## src/hdl/cpwm_cfg.svh

```systemverilog
// constants of the complementary pwm output block: offsets, fields, codes
// assumes a word-addressed register port with 16-bit data
`ifndef CPWM_CFG_SVH
`define CPWM_CFG_SVH
// ************************************************************
// widths
// ************************************************************
`define CPWM_DW        16
`define CPWM_AW        5
// ************************************************************
// register offsets (word index on the register port)
// ************************************************************
`define CPWM_OFS_MODE  5'h00
`define CPWM_OFS_OCTL  5'h01
`define CPWM_OFS_GATE  5'h02
`define CPWM_OFS_SYNC  5'h03
`define CPWM_OFS_DEAD  5'h04
`define CPWM_OFS_CMP0  5'h05
`define CPWM_OFS_CMP4  5'h09
`define CPWM_OFS_BUF0  5'h0A
`define CPWM_OFS_BUF4  5'h0E
`define CPWM_OFS_CNTA  5'h0F
`define CPWM_OFS_CNTB  5'h10
`define CPWM_OFS_CNTS  5'h11
`define CPWM_OFS_PROT  5'h12
`define CPWM_OFS_STAT  5'h13
// ************************************************************
// slot indices inside the five buffered registers
// ************************************************************
`define CPWM_SLOT_CYC  3'h0
`define CPWM_SLOT_HALF 3'h1
`define CPWM_SLOT_U    3'h2
`define CPWM_SLOT_LAST 3'h4
// ************************************************************
// field positions
// ************************************************************
`define CPWM_MD_LSB    0
`define CPWM_OC_PLS    0
`define CPWM_OC_NLS    3
`define CPWM_OC_TOG    6
`define CPWM_OC_ADC    7
`define CPWM_OC_RUN    8
`define CPWM_GC_DRV    0
`define CPWM_GC_FB     1
`define CPWM_GC_PH     2
`define CPWM_GC_PCH    5
`define CPWM_GC_NCH    6
`define CPWM_SY_EN     0
`define CPWM_SY_CLR    1
`define CPWM_PROT_BIT  13
// ************************************************************
// codes and reset values
// ************************************************************
`define CPWM_MD_CREST  4'hD
`define CPWM_MD_TROUGH 4'hE
`define CPWM_MD_BOTH   4'hF
`define CPWM_CLR_SYNC  3'h3
`define CPWM_RST_ZERO  16'h0000
`define CPWM_RST_PROT  16'h2000
`endif

```

## src/hdl/cpwm_pkg.sv

```systemverilog
// types of the complementary pwm output block
// assumes cpwm_cfg.svh gives the widths
`include "cpwm_cfg.svh"
package cpwm_pkg;
  // one register port request
  typedef struct packed {
    logic [`CPWM_AW-1:0] addr;
    logic [`CPWM_DW-1:0] wdata;
    logic                wr;
    logic                rd;
  } cpwm_bus_req_t;
  // mode sequencing, gray coded along idle, init, run
  typedef enum logic [1:0] {
    ST_IDLE = 2'b00,
    ST_INIT = 2'b01,
    ST_RUN  = 2'b11
  } cpwm_state_t;
  // on state of one phase pair
  typedef struct packed {
    logic neg;
    logic pos;
  } cpwm_pair_t;
endpackage

```

## src/hdl/cpwm_top.sv

```systemverilog
// complementary three-phase pwm output with buffered duty and cycle update
// assumes one 10 MHz clock, a cpu register port, hall pins and
// shutdown pins arriving asynchronously, sync clear from a timer channel
`timescale 1ns/1ps
`include "cpwm_cfg.svh"
// Behaviour
// - idle subcounter: buffer write reaches temporary
// - subcounter running: transfer waits until stop
// - temporary to compare at selected crest/trough
// - last duty write moves all five
// - outputs inactive until counter b passes dead
// - compare matches drive outputs, temporaries compared while subcounter runs
// - turn-off taken unless its own turn-on coincides, early turn-on ignored
// - off from leading counter, on lagging
// - duty zero gives positive always on
// - duty equal cycle gives positive off
// - simultaneous on and off both ignored
// - toggle pin starts one, toggles crest/trough
// - synchronous clear reloads all three counters, a from dead, b and s to zero
// - hall edges switch motor outputs
// - phase bits switch motor outputs
// - chop enable selects pwm or level
// - level selects set motor active level
// - cycle match issues conversion start request
// - access bit guards mode, control, compare, counters
// - shutdown pins float all six outputs
// - clock halt floats all six outputs
// - temporary registers hidden from cpu
module cpwm_top #(
  parameter int CW = `CPWM_DW
) (
  // clock and reset
  input  wire logic                  sys_clk,
  input  wire logic                  reset,
  // register port
  input  wire cpwm_pkg::cpwm_bus_req_t bus_req,
  output logic [CW-1:0]              rd_data,
  // position and protection inputs
  input  wire logic [2:0]            hall_in,
  input  wire logic [3:0]            shutdown_in,
  input  wire logic                  clk_halt_in,
  input  wire logic                  sync_clear_in,
  // pwm pins, bits 2:0 positive u v w, bits 5:3 negative u v w
  output logic [5:0]                 pwm_out,
  output logic [5:0]                 pwm_oe,
  // carrier toggle pin and converter trigger
  output logic                       toggle_out,
  output logic                       adc_start_req
);
  // ************************************************************
  // elaboration check
  // ************************************************************
  if (CW != `CPWM_DW) begin : g_chk
    $error("cpwm_top supports only the package data width");
  end

  // ************************************************************
  // functions
  // ************************************************************
  // counter equals compare value
  function automatic logic hit(input logic [CW-1:0] c,
                               input logic [CW-1:0] v);
    hit = (c == v);
  endfunction

  // six-step table: position to {negative on, positive on}
  function automatic logic [5:0] commute(input logic [2:0] p);
    unique case (p)
      3'b101:  commute = 6'b010_001;
      3'b100:  commute = 6'b100_001;
      3'b110:  commute = 6'b100_010;
      3'b010:  commute = 6'b001_010;
      3'b011:  commute = 6'b001_100;
      3'b001:  commute = 6'b010_100;
      default: commute = 6'b000_000;
    endcase
  endfunction

  // ************************************************************
  // state
  // ************************************************************
  localparam logic [CW-1:0] ONE = {{(CW-1){1'b0}}, 1'b1};
  cpwm_pkg::cpwm_state_t st_q, st_d;
  logic [CW-1:0] mode_q, octl_q, gate_q, sync_q, dead_q, prot_q;
  logic [CW-1:0] cmp_q  [0:4];
  logic [CW-1:0] buf_q  [0:4];
  logic [CW-1:0] tmp_q  [0:4];
  logic [CW-1:0] cnt_a_q, cnt_b_q, cnt_s_q;
  logic          up_q, pend_q, sub_run_q;
  cpwm_pkg::cpwm_pair_t pair_q [0:2];
  logic [2:0]    hall_s1_q, hall_s2_q;
  logic [3:0]    shut_s1_q, shut_s2_q;
  logic          halt_s1_q, halt_s2_q;
  logic [CW-1:0] rdata_q;
  logic [5:0]    pwm_q, oe_q;
  logic          tog_q, adc_q;

  // ************************************************************
  // register decode
  // ************************************************************
  wire [`CPWM_AW-1:0] adr   = bus_req.addr;
  wire [CW-1:0]       wdat  = bus_req.wdata;
  wire                acc_ok = prot_q[`CPWM_PROT_BIT];
  wire                wr_g  = bus_req.wr & acc_ok;
  wire                wr_mode = wr_g & (adr == `CPWM_OFS_MODE);
  wire                wr_octl = wr_g & (adr == `CPWM_OFS_OCTL);
  wire                wr_gate = wr_g & (adr == `CPWM_OFS_GATE);
  wire                wr_sync = wr_g & (adr == `CPWM_OFS_SYNC);
  wire                wr_dead = wr_g & (adr == `CPWM_OFS_DEAD);
  wire                wr_cnta = wr_g & (adr == `CPWM_OFS_CNTA);
  wire                wr_cntb = wr_g & (adr == `CPWM_OFS_CNTB);
  wire                wr_prot = bus_req.wr & (adr == `CPWM_OFS_PROT);
  wire                in_cmp  = (adr >= `CPWM_OFS_CMP0) &
                                (adr <= `CPWM_OFS_CMP4);
  wire                in_buf  = (adr >= `CPWM_OFS_BUF0) &
                                (adr <= `CPWM_OFS_BUF4);
  wire [2:0]          cmp_idx = 3'(adr - `CPWM_OFS_CMP0);
  wire [2:0]          buf_idx = 3'(adr - `CPWM_OFS_BUF0);
  wire                wr_cmp  = wr_g & in_cmp;
  wire                wr_buf  = bus_req.wr & in_buf;         // always open
  wire                wr_last = wr_buf & (buf_idx == `CPWM_SLOT_LAST);

  // ************************************************************
  // control fields
  // ************************************************************
  wire [3:0] md       = mode_q[`CPWM_MD_LSB +: 4];
  wire       md_on    = (md == `CPWM_MD_CREST) | (md == `CPWM_MD_TROUGH) |
                        (md == `CPWM_MD_BOTH);
  wire       upd_crest  = (md == `CPWM_MD_CREST) | (md == `CPWM_MD_BOTH);
  wire       upd_trough = (md == `CPWM_MD_TROUGH) | (md == `CPWM_MD_BOTH);
  wire [2:0] pos_level_sel = octl_q[`CPWM_OC_PLS +: 3];
  wire [2:0] neg_level_sel = octl_q[`CPWM_OC_NLS +: 3];
  wire       cycle_toggle_enable = octl_q[`CPWM_OC_TOG];
  wire       adc_trigger_enable  = octl_q[`CPWM_OC_ADC];
  wire       run_en   = octl_q[`CPWM_OC_RUN];
  wire       drive_en = gate_q[`CPWM_GC_DRV];
  wire       feedback_source_sel = gate_q[`CPWM_GC_FB];
  wire [2:0] phase_bits      = gate_q[`CPWM_GC_PH +: 3];
  wire       pos_chop_enable = gate_q[`CPWM_GC_PCH];
  wire       neg_chop_enable = gate_q[`CPWM_GC_NCH];
  wire       sync_en    = sync_q[`CPWM_SY_EN];
  wire [2:0] clear_source_field = sync_q[`CPWM_SY_CLR +: 3];

  // ************************************************************
  // counter events
  // ************************************************************
  wire [CW-1:0] limit   = cmp_q[`CPWM_SLOT_CYC];
  wire [CW-1:0] half    = cmp_q[`CPWM_SLOT_HALF];
  wire          counting = (st_q != cpwm_pkg::ST_IDLE) & run_en;
  wire          at_crest  = counting & up_q & hit(cnt_a_q, limit);
  wire          at_trough = counting & ~up_q & hit(cnt_b_q, '0);
  wire          sub_run  = counting & ((cnt_a_q > half) | (cnt_b_q < dead_q));
  wire          sub_stop = sub_run_q & ~sub_run;
  wire          sclr = sync_clear_in & sync_en &
                       (clear_source_field == `CPWM_CLR_SYNC);
  wire          entry = md_on & (st_q == cpwm_pkg::ST_IDLE);
  wire          upd_now = (at_crest & upd_crest) | (at_trough & upd_trough);
  wire          tmp_all = (wr_last & ~sub_run) | (sub_stop & pend_q);
  wire [CW-1:0] lead = up_q ? cnt_a_q : cnt_b_q;
  wire [CW-1:0] lag  = up_q ? cnt_b_q : cnt_a_q;

  // ************************************************************
  // mode sequencing
  // ************************************************************
  always_comb begin
    st_d = st_q;
    unique case (st_q)
      cpwm_pkg::ST_IDLE: if (md_on) st_d = cpwm_pkg::ST_INIT;
      cpwm_pkg::ST_INIT: begin
        if (!md_on) st_d = cpwm_pkg::ST_IDLE;
        else if (cnt_b_q > dead_q) st_d = cpwm_pkg::ST_RUN;
      end
      cpwm_pkg::ST_RUN:  if (!md_on) st_d = cpwm_pkg::ST_IDLE;
    endcase
  end

  always_ff @(posedge sys_clk or posedge reset) begin
    if (reset) st_q <= cpwm_pkg::ST_IDLE;
    else       st_q <= st_d;
  end

  // ************************************************************
  // control registers
  // ************************************************************
  always_ff @(posedge sys_clk or posedge reset) begin
    if (reset) begin
      mode_q <= `CPWM_RST_ZERO;
      octl_q <= `CPWM_RST_ZERO;
      gate_q <= `CPWM_RST_ZERO;
      sync_q <= `CPWM_RST_ZERO;
      dead_q <= `CPWM_RST_ZERO;
      prot_q <= `CPWM_RST_PROT;
    end else begin
      if (wr_mode) mode_q <= wdat;
      if (wr_octl) octl_q <= wdat;
      if (wr_gate) gate_q <= wdat;
      if (wr_sync) sync_q <= wdat;
      if (wr_dead) dead_q <= wdat;
      if (wr_prot) prot_q <= wdat;
    end
  end

  // ************************************************************
  // buffer, temporary and compare registers
  // ************************************************************
  always_ff @(posedge sys_clk or posedge reset) begin
    if (reset) begin
      for (int i = 0; i < 5; i++) begin
        buf_q[i] <= `CPWM_RST_ZERO;
        tmp_q[i] <= `CPWM_RST_ZERO;
        cmp_q[i] <= `CPWM_RST_ZERO;
      end
      pend_q <= 1'b0;
    end else begin
      if (wr_buf) buf_q[buf_idx] <= wdat;
      if (wr_buf & ~sub_run) tmp_q[buf_idx] <= wdat;
      // a buffer write in this very cycle is newer than the held word
      if (tmp_all) begin
        for (int i = 0; i < 5; i++) begin
          tmp_q[i] <= (wr_buf && buf_idx == 3'(i)) ? wdat : buf_q[i];
        end
      end
      if (wr_last & sub_run) pend_q <= 1'b1;
      else if (sub_stop) pend_q <= 1'b0;
      if (entry) begin
        for (int i = 0; i < 5; i++) cmp_q[i] <= buf_q[i];
      end else if (upd_now) begin
        for (int i = 0; i < 5; i++) cmp_q[i] <= tmp_q[i];
      end else if (wr_cmp) begin
        cmp_q[cmp_idx] <= wdat;
      end
    end
  end

  // ************************************************************
  // carrier counters and subcounter
  // ************************************************************
  always_ff @(posedge sys_clk or posedge reset) begin
    if (reset) begin
      cnt_a_q   <= `CPWM_RST_ZERO;
      cnt_b_q   <= `CPWM_RST_ZERO;
      cnt_s_q   <= `CPWM_RST_ZERO;
      up_q      <= 1'b1;
      sub_run_q <= 1'b0;
    end else begin
      sub_run_q <= sub_run;
      if (entry | sclr) begin
        cnt_a_q <= dead_q;
        cnt_b_q <= '0;
        cnt_s_q <= '0;
        up_q    <= 1'b1;
      end else if (counting) begin
        if (at_crest) begin
          up_q    <= 1'b0;
          cnt_a_q <= cnt_a_q - ONE;
          cnt_b_q <= cnt_b_q - ONE;
        end else if (at_trough) begin
          up_q    <= 1'b1;
          cnt_a_q <= cnt_a_q + ONE;
          cnt_b_q <= cnt_b_q + ONE;
        end else if (up_q) begin
          cnt_a_q <= cnt_a_q + ONE;
          cnt_b_q <= cnt_b_q + ONE;
        end else begin
          cnt_a_q <= cnt_a_q - ONE;
          cnt_b_q <= cnt_b_q - ONE;
        end
        cnt_s_q <= (cnt_a_q > half) ? cnt_a_q : cnt_b_q;
      end else begin
        if (wr_cnta) cnt_a_q <= wdat;
        if (wr_cntb) cnt_b_q <= wdat;
      end
    end
  end

  // ************************************************************
  // per-phase compare and on/off decision
  // ************************************************************
  cpwm_pkg::cpwm_pair_t pair_d [0:2];
  logic [2:0] pos_sel_on, neg_sel_on;
  for (genvar p = 0; p < 3; p++) begin : g_ph
    wire [CW-1:0] duty = cmp_q[`CPWM_SLOT_U + p];
    wire [CW-1:0] tdut = tmp_q[`CPWM_SLOT_U + p];
    // matches against data and, in the subcounter window, temporaries
    wire h_lead = hit(lead, duty) | (sub_run & hit(lead, tdut));
    wire h_lag  = hit(lag, duty)  | (sub_run & hit(lag, tdut));
    wire n_off = counting & up_q  & h_lead;
    wire p_on  = counting & up_q  & h_lag;
    wire p_off = counting & ~up_q & h_lead;
    wire n_on  = counting & ~up_q & h_lag;
    wire full  = (duty == '0);
    wire none  = (duty >= limit);
    // next pair state; off taken unless on coincides, on needs partner off
    always_comb begin
      pair_d[p] = pair_q[p];
      if (full) begin
        pair_d[p] = '{neg: 1'b0, pos: 1'b1};
      end else if (none) begin
        pair_d[p] = '{neg: 1'b1, pos: 1'b0};
      end else begin
        if (p_on & (p_off | n_on)) begin
          pair_d[p].pos = pair_q[p].pos;
        end else if (p_off) begin
          pair_d[p].pos = 1'b0;
        end else if (p_on & (~pair_q[p].neg | n_off)) begin
          pair_d[p].pos = 1'b1;
        end
        if (n_on & (n_off | p_on)) begin
          pair_d[p].neg = pair_q[p].neg;
        end else if (n_off) begin
          pair_d[p].neg = 1'b0;
        end else if (n_on & (~pair_q[p].pos | p_off)) begin
          pair_d[p].neg = 1'b1;
        end
      end
    end
  end

  // commutation pattern from hall pins or software bits
  wire [2:0] pos_src = feedback_source_sel ? phase_bits
                                           : hall_s2_q;
  wire [5:0] comm    = commute(pos_src);

  // on state per pin, motor drive masks and chops
  always_comb begin
    for (int p = 0; p < 3; p++) begin
      if (drive_en) begin
        pos_sel_on[p] = comm[p] &
                        (pos_chop_enable ? pair_q[p].pos : 1'b1);
        neg_sel_on[p] = comm[p+3] &
                        (neg_chop_enable ? pair_q[p].neg : 1'b1);
      end else begin
        pos_sel_on[p] = pair_q[p].pos;
        neg_sel_on[p] = pair_q[p].neg;
      end
    end
  end

  // pin level: active level when on, else the opposite
  wire       live    = (st_q == cpwm_pkg::ST_RUN);
  wire [2:0] pos_pin = live ? ~(pos_sel_on ^ pos_level_sel)
                            : ~pos_level_sel;
  wire [2:0] neg_pin = live ? ~(neg_sel_on ^ neg_level_sel)
                            : ~neg_level_sel;
  wire       float   = (|shut_s2_q) | halt_s2_q;

  // ************************************************************
  // pair state and input synchronisers
  // ************************************************************
  always_ff @(posedge sys_clk or posedge reset) begin
    if (reset) begin
      for (int p = 0; p < 3; p++) pair_q[p] <= '0;
      hall_s1_q <= '0;
      hall_s2_q <= '0;
      shut_s1_q <= '0;
      shut_s2_q <= '0;
      halt_s1_q <= 1'b0;
      halt_s2_q <= 1'b0;
    end else begin
      for (int p = 0; p < 3; p++) begin
        pair_q[p] <= (st_q == cpwm_pkg::ST_IDLE) ? '0 : pair_d[p];
      end
      hall_s1_q <= hall_in;
      hall_s2_q <= hall_s1_q;
      shut_s1_q <= shutdown_in;
      shut_s2_q <= shut_s1_q;
      halt_s1_q <= clk_halt_in;
      halt_s2_q <= halt_s1_q;
    end
  end

  // ************************************************************
  // pins, toggle, trigger
  // ************************************************************
  always_ff @(posedge sys_clk or posedge reset) begin
    if (reset) begin
      pwm_q <= 6'h00;
      oe_q  <= 6'h00;
      tog_q <= 1'b1;
      adc_q <= 1'b0;
    end else begin
      pwm_q <= {neg_pin, pos_pin};
      oe_q  <= {6{md_on & ~float}};
      if (entry | ~cycle_toggle_enable) tog_q <= 1'b1;
      else if (at_crest | at_trough) tog_q <= ~tog_q;
      adc_q <= adc_trigger_enable & at_crest;
    end
  end

  // ************************************************************
  // read port, data one cycle after the strobe
  // ************************************************************
  wire [CW-1:0] stat = {{(CW-5){1'b0}}, pend_q, sub_run, up_q, st_q};
  logic [CW-1:0] rd_mux;
  always_comb begin
    rd_mux = '0;
    unique case (adr)
      `CPWM_OFS_MODE: rd_mux = acc_ok ? mode_q : '0;
      `CPWM_OFS_OCTL: rd_mux = acc_ok ? octl_q : '0;
      `CPWM_OFS_GATE: rd_mux = acc_ok ? gate_q : '0;
      `CPWM_OFS_SYNC: rd_mux = acc_ok ? sync_q : '0;
      `CPWM_OFS_DEAD: rd_mux = acc_ok ? dead_q : '0;
      `CPWM_OFS_CNTA: rd_mux = acc_ok ? cnt_a_q : '0;
      `CPWM_OFS_CNTB: rd_mux = acc_ok ? cnt_b_q : '0;
      `CPWM_OFS_CNTS: rd_mux = acc_ok ? cnt_s_q : '0;
      `CPWM_OFS_PROT: rd_mux = prot_q;
      `CPWM_OFS_STAT: rd_mux = stat;
      default: begin
        if (in_cmp & acc_ok) rd_mux = cmp_q[cmp_idx];
        else if (in_buf) rd_mux = buf_q[buf_idx];
      end
    endcase
  end

  always_ff @(posedge sys_clk or posedge reset) begin
    if (reset)            rdata_q <= '0;
    else if (bus_req.rd)  rdata_q <= rd_mux;
    else                  rdata_q <= '0;
  end

  // ************************************************************
  // outputs
  // ************************************************************
  assign rd_data       = rdata_q;
  assign pwm_out       = pwm_q;
  assign pwm_oe        = oe_q;
  assign toggle_out    = tog_q;
  assign adc_start_req = adc_q;

endmodule // cpwm_top

```

## config.mk

```make
export PLATFORM = sky130hd
export DESIGN_NAME = cpwm_top
export DESIGN_NICKNAME = d
export VERILOG_FILES = /design/src/hdl/cpwm_pkg.sv /design/src/hdl/cpwm_top.sv
export VERILOG_INCLUDE_DIRS = /design/src /design/src/hdl
export SDC_FILE = /design/constraint.sdc
export NUM_CORES = 2
export LEC_CHECK = 0
export BUFFER_PORTS_ARGS = -buffer_cell sky130_fd_sc_hd__buf_2
export CAP_MARGIN = 20
export CELL_PAD_IN_SITES_DETAIL_PLACEMENT = 1
export CELL_PAD_IN_SITES_GLOBAL_PLACEMENT = 1
export CORE_MARGIN = 2
export CORE_UTILIZATION = 45
export DETAILED_ROUTE_END_ITERATION = 10
export PLACE_DENSITY_LB_ADDON = 0.08
export REMOVE_ABC_BUFFERS = 1
export SLEW_MARGIN = 10
export SYNTH_ARGS = -nofsm -noshare
export SYNTH_HDL_FRONTEND = slang
export SYNTH_SLANG_ARGS = --single-unit
```

## constraint.sdc

```tcl
create_clock -name sys_clk -period 15.7 [get_ports sys_clk]
set_clock_uncertainty 0.1 [all_clocks]
set_input_delay 2.355 -clock sys_clk [delete_from_list [all_inputs] [get_ports sys_clk]]
set_output_delay 2.355 -clock sys_clk [all_outputs]
set_load 0.03 [all_outputs]
```

== Word level (Yosys, flattened, before mapping) ==
Cells that the tools add are included.

* Bits in registers: 436
* Input bits: 34
* Output and inout port bits: 30
* Word-level logic and storage cells: 375

* Add/subtract/negate cells: 6
* Magnitude comparators: 14
* Equal/unequal tests: 47
* Mux-type cells: 108
* Bitwise logic cells: 117
* Reductions and logical operators: 38

{| class="wikitable"
|+ Operators by type and width
! operator !! number
|-
| 16-bit 2-to-1 mux || 39
|-
| 80-bit 2-to-1 mux || 5
|-
| 80-bit bitwise mux || 3
|-
| 16-bit == test || 13
|-
| 16-bit one-hot mux with 10 select lines || 1
|-
| 16-bit binary-select mux with 3-bit select || 2
|-
| 16-bit demux with 3-bit select || 2
|-
| 1-bit AND || 69
|-
| 16-bit zero test || 4
|-
| 16-bit >= comparator || 3
|-
| 1-bit 2-to-1 mux || 38
|-
| 6-bit one-hot mux with 6 select lines || 1
|-
| 16-bit by 1-bit adder with 16-bit output, second input constant || 2
|-
| 16-bit > comparator || 2
|-
| 16-bit by 1-bit subtractor with 16-bit output, second input constant || 2
|-
| 5-bit nonzero test || 6
|-
| 1-bit bitwise OR || 29
|-
| 2-bit 2-to-1 mux || 13
|-
| 4-bit by 3-bit inequality test with 1-bit output, second input constant || 6
|-
| 5-bit == test, second input constant || 4
|-
| 16-bit < comparator || 1
|-
| 3-bit by 2-bit == test with 1-bit output, second input constant || 5
|-
| 2-bit AND reduction || 7
|-
| 3-bit == test, second input constant || 4
|-
| other kinds (31) || 69
|}

== Depth between registers and ports, before layout ==
* Word-level depth: 14
* Gate-level depth with buffers: 15
* Depth with buffers taken out: 11

== Worst setup path after synthesis ==
No wires, ideal clock.

* Path type: input -> register
* Start point: in bus_req[18] (netlist bit)
* End point: reg tmp_q, in the netlist g_ph[0].tdut[0]
* Library setup time: 0.126 ns
* Arrival time: 5.238 ns
* Required time: 15.474 ns
* Setup slack: 10.236 ns
* Stages on the path: 14
* Path buffers: 5
* Cells stage by stage: buf_2 -> inv_1 -> clkbuf_1 -> clkbuf_1 -> ha_1 -> nand2b_1 -> nand2_1 -> nand3_1 -> or3b_1 -> buf_2 -> a21oi_2 -> clkbuf_1 -> nor2b_1 -> a221o_1

* Longest elaborated chain between the ends: 9
* Elaborated cells between the ends (all ways): 23
* Classes of those cells: add/sub: 1; order compare: 4; eq/ne: 2; mux: 6; bitwise: 7; reduce/logical: 3

{| class="wikitable"
|+ RTL lines
! item !! line !! source
|-
| from (decl) || cpwm_top.sv:36 || <nowiki>input wire cpwm_pkg::cpwm_bus_req_t bus_req,</nowiki>
|-
| 3-bit by 2-bit subtractor with 3-bit output (no line) || n/a ||
|-
| 3-bit NOT with 4-bit output (implied by the code) || cpwm_top.sv:216 || <nowiki>if (wr_buf & ~sub_run) tmp_q[buf_idx] <= wdat;</nowiki>
|-
| 4-bit >= comparator (implied by the code) / 4-bit by 1-bit < comparator with 1-bit output (equally long branches) || cpwm_top.sv:216 ||
|-
| 1-bit logical AND (implied by the code) || cpwm_top.sv:216 ||
|-
| 16-bit 2-to-1 mux (implied by the code) || cpwm_top.sv:216 ||
|-
| 16-bit demux with 3-bit select || cpwm_top.sv:216 ||
|-
| 80-bit bitwise mux || cpwm_top.sv:216 ||
|-
| 80-bit 2-to-1 mux || cpwm_top.sv:216 ||
|-
| 80-bit 2-to-1 mux || cpwm_top.sv:218 || <nowiki>if (tmp_all) begin</nowiki>
|-
| to (signal, indexed assignment) || cpwm_top.sv:210 || <nowiki>tmp_q[i] <= `CPWM_RST_ZERO;</nowiki>
|-
| to (signal, indexed assignment) || cpwm_top.sv:216 ||
|-
| to (signal, indexed assignment) || cpwm_top.sv:220 || <nowiki>tmp_q[i] <= (wr_buf && buf_idx == 3'(i)) ? wdat : buf_q[i];</nowiki>
|-
| to (decl) || cpwm_top.sv:87 || <nowiki>logic [CW-1:0] tmp_q [0:4];</nowiki>
|}

Parallel ways exist; a longest one is shown, timed or not. The select of a mux whose other input is x is not followed.
A chain may end at the register's enable or synchronous reset.

== Worst setup path in the final report ==
* Start point: in bus_req[18] (netlist bit)
* End point: reg tmp_q, in the netlist g_ph[0].tdut[4]

The elaborated chain is that of the path after synthesis.

==> metrics.txt <==
number of max-cap violations=0; die width=252 um; grt total ovfl=0; post-synthesis mux area share=14.3%; post-cts repair resize count=0; compound-gate portion of the synthesized area=18.1%; Min Clock Period, post-route=6370 ps; post-CTS setup buffer count=0; Yosys reg bits=436; Post-Route WL=126000 um; total core area=0.0606 sq mm; Initial Util=45.7%; Layout Nets=2812; Worst-Margin Slew=1150 ps; simple logic cell fraction of the synthesized area=11.6%; placed wire-length estimate=88200 um; initial antenna violation count=13; Layout area overhead=10.5%; Max Slew Vio Count=0; Synth Area per Inst=10.2 sq um; Wirelength per Cell=36.0 um; FMAX=157 MHz; most frequent cells in the layout=dfrtp_1, xnor2_1, mux2_2; Iteration-0 DRC Markers=2999; most common cell after layout, fill and taps aside=dfrtp_1; Leak=0.0130 uW; vias in the first global route=24604; IO Pins=64; RR Startpoint=cnt_a_q[5]; Synth Flop Type=dfrtp_1; Tot GR Track Use=39.6%; Adder-Cell Fraction of Synth Area=4.25%; synth warn=0; Sw Share=33.6%; global-route wire length before repair=181000 um; Worst-Skew Late Latency=650 ps; Num CTS Buffers=51; Internal Power=2440 uW; FFs w/ async S/R, synth=100%; H-tree depth=2; Reg power frac=41.5%; CP startpoint kind=input port; Pwr Density=120 mW/mm^2; largest family of logic cells by synthesized area=compound AO/OA/AOI/OAI gates; DRC viols=0; Setup TNS=0 ps; layout cell share with drive strength beyond 1=17.7%; Yosys top cell area share=39.1%; via count=24561; Final setup viols=0; remaining antenna violation count after routing=0; input/output buffers=63; CTS root buf=clkbuf_16; die height=252 um; Post-synth EDFFs=0; final hold violations=0; Post-Synth XOR/XNOR Area=7.40%; Critical Path Source=bus_req[18]; post-synth top area cell=dfrtp_1; Mapped Area=0.0277 sq mm; status=completed; final core utilization=50.5%; CTS Hold Bufs=0; class of the most critical setup path=input port to flop; Area contributors post-synth=dfrtp_1, xnor2_1, mux2_2; largest net degree at the start of global routing=105; Psw=1240 uW; Hold Startpoint=shut_s1_q[1]; slew margin rel.=22.8%; DR vias/cell=6.99; VDD IR max=0.103 mV; row cnt=90; combinational share of power=22.0%; CTS Buffer Depth=3; routability cong.=1.05; Seq/Total Area, Yosys=39.4%; Netlist cell types=84; CP endpoint kind=flop; RSZ-0062 raised after global routing=no; TritonCTS clock tree=yes; fill count=6526; Worst-path clk slew=60 ps; Hold/Removal Path Class=flop to flop; hold slack final=249 ps; clock tree sinks=436; worst-path maximum fanout=40; Die Footprint=0.0636 sq mm; Crit path arrival time=6790 ps; Gate Count Post-Synth=2720; Pre-Repair DR Iteration Count=6; Tcrit/Tclk final=40.6%; Crit path required time=16120 ps; clock power share=36.6%
cells by family after synthesis:
group,after synthesis
AOI/OAI and AO/OA,711
xor gates and xnor gates,234
adders and majority gates,94
buffers and inverters,334
DFF,436
muxes,325
and+or+nand+nor,586
metal layers:
metal,wire length (um),GRT usage [%]
met5,80,0
met4,5740,16.7
met3,13600,8.77
met2,53100,57.3
met1,53800,56.9
cells in the mapped netlist, types with 86 or more instances:
cell type	n
dfrtp_1	433
xnor2_1	219
clkbuf_1	169
mux2_2	164
a21oi_1	151
a211oi_1	113
mux2i_1	113
inv_1	104
nor2_1	102
ha_1	94
and2_1	87
o21ai_0	86
per-stage QoR:
stage / std cells / worst slack, ps / total power [uW] / area [sq um]
after floorplan: 2492 / 1100 / 1950 / 26700
after global placement: 3406 / 8880 / 2280 / 28600
after detailed placement: 3410 / 8710 / 2320 / 28700
after CTS: 3506 / 9340 / 3660 / 30600
after global routing: 3509 / 9150 / 3800 / 30600
final: 3513 / 9330 / 3680 / 30600
cell type report:
cell class | count | area [sq um] | share of cell area (%)
multi-input combinational | 1950 | 15500 | 50.6
sequential | 436 | 10900 | 35.7
clock buffer | 73 | 1530 | 5.00
tap | 782 | 978 | 3.20
timing repair buffer | 139 | 913 | 2.98
inverter | 106 | 405 | 1.32
clock inverter | 23 | 368 | 1.20
antenna | 4 | 10.0 | 0.0327
power groups by stage:
stage	registers (uW)	clock network, uW	logic [uW]
2_1_floorplan	1420	0	531
3_3_place_gp	1520	0	759
3_5_place_dp	1530	0	789
4_1_cts	1510	1360	795
5_1_grt	1530	1400	870
6_report	1530	1350	808
sequential cells by signal (all words and copies together) (netlist names), 16 cells and up:
name and flops:
buf_q 80, g_ph.duty 48, g_ph.tdut 48, tmp_q 32, cnt_a_q 16, cnt_b_q 16, cnt_s_q 16, dead_q 16
gate_q 16, half 16, limit 16, mode_q 16, octl_q 16, prot_q 16, rd_data 16, sync_q 16
path summary, 6_finish.rpt:
check	endpoint	slack, ps	cells after the start
min in group asynchronous	tmp_q[50]	1760	2
max	g_ph[0].tdut[4]	9330	11
min reg2reg	shut_s2_q[1]	250	0
min	shut_s2_q[1]	250	0
max in group asynchronous	adc_start_req	11330	4
max reg2reg	g_ph[0].tdut[4]	10940	10
critical path: stages:
cell      delay [ps]
buf_2            100
buf_4            270
inv_1            850
ha_1             400
nand2b_1         150
nand2_1          120
nand3_1          350
or3b_1           840
a21oi_2          880
nor2b_1          110
a221o_1          310
Power figures use the tool's default switching activity.
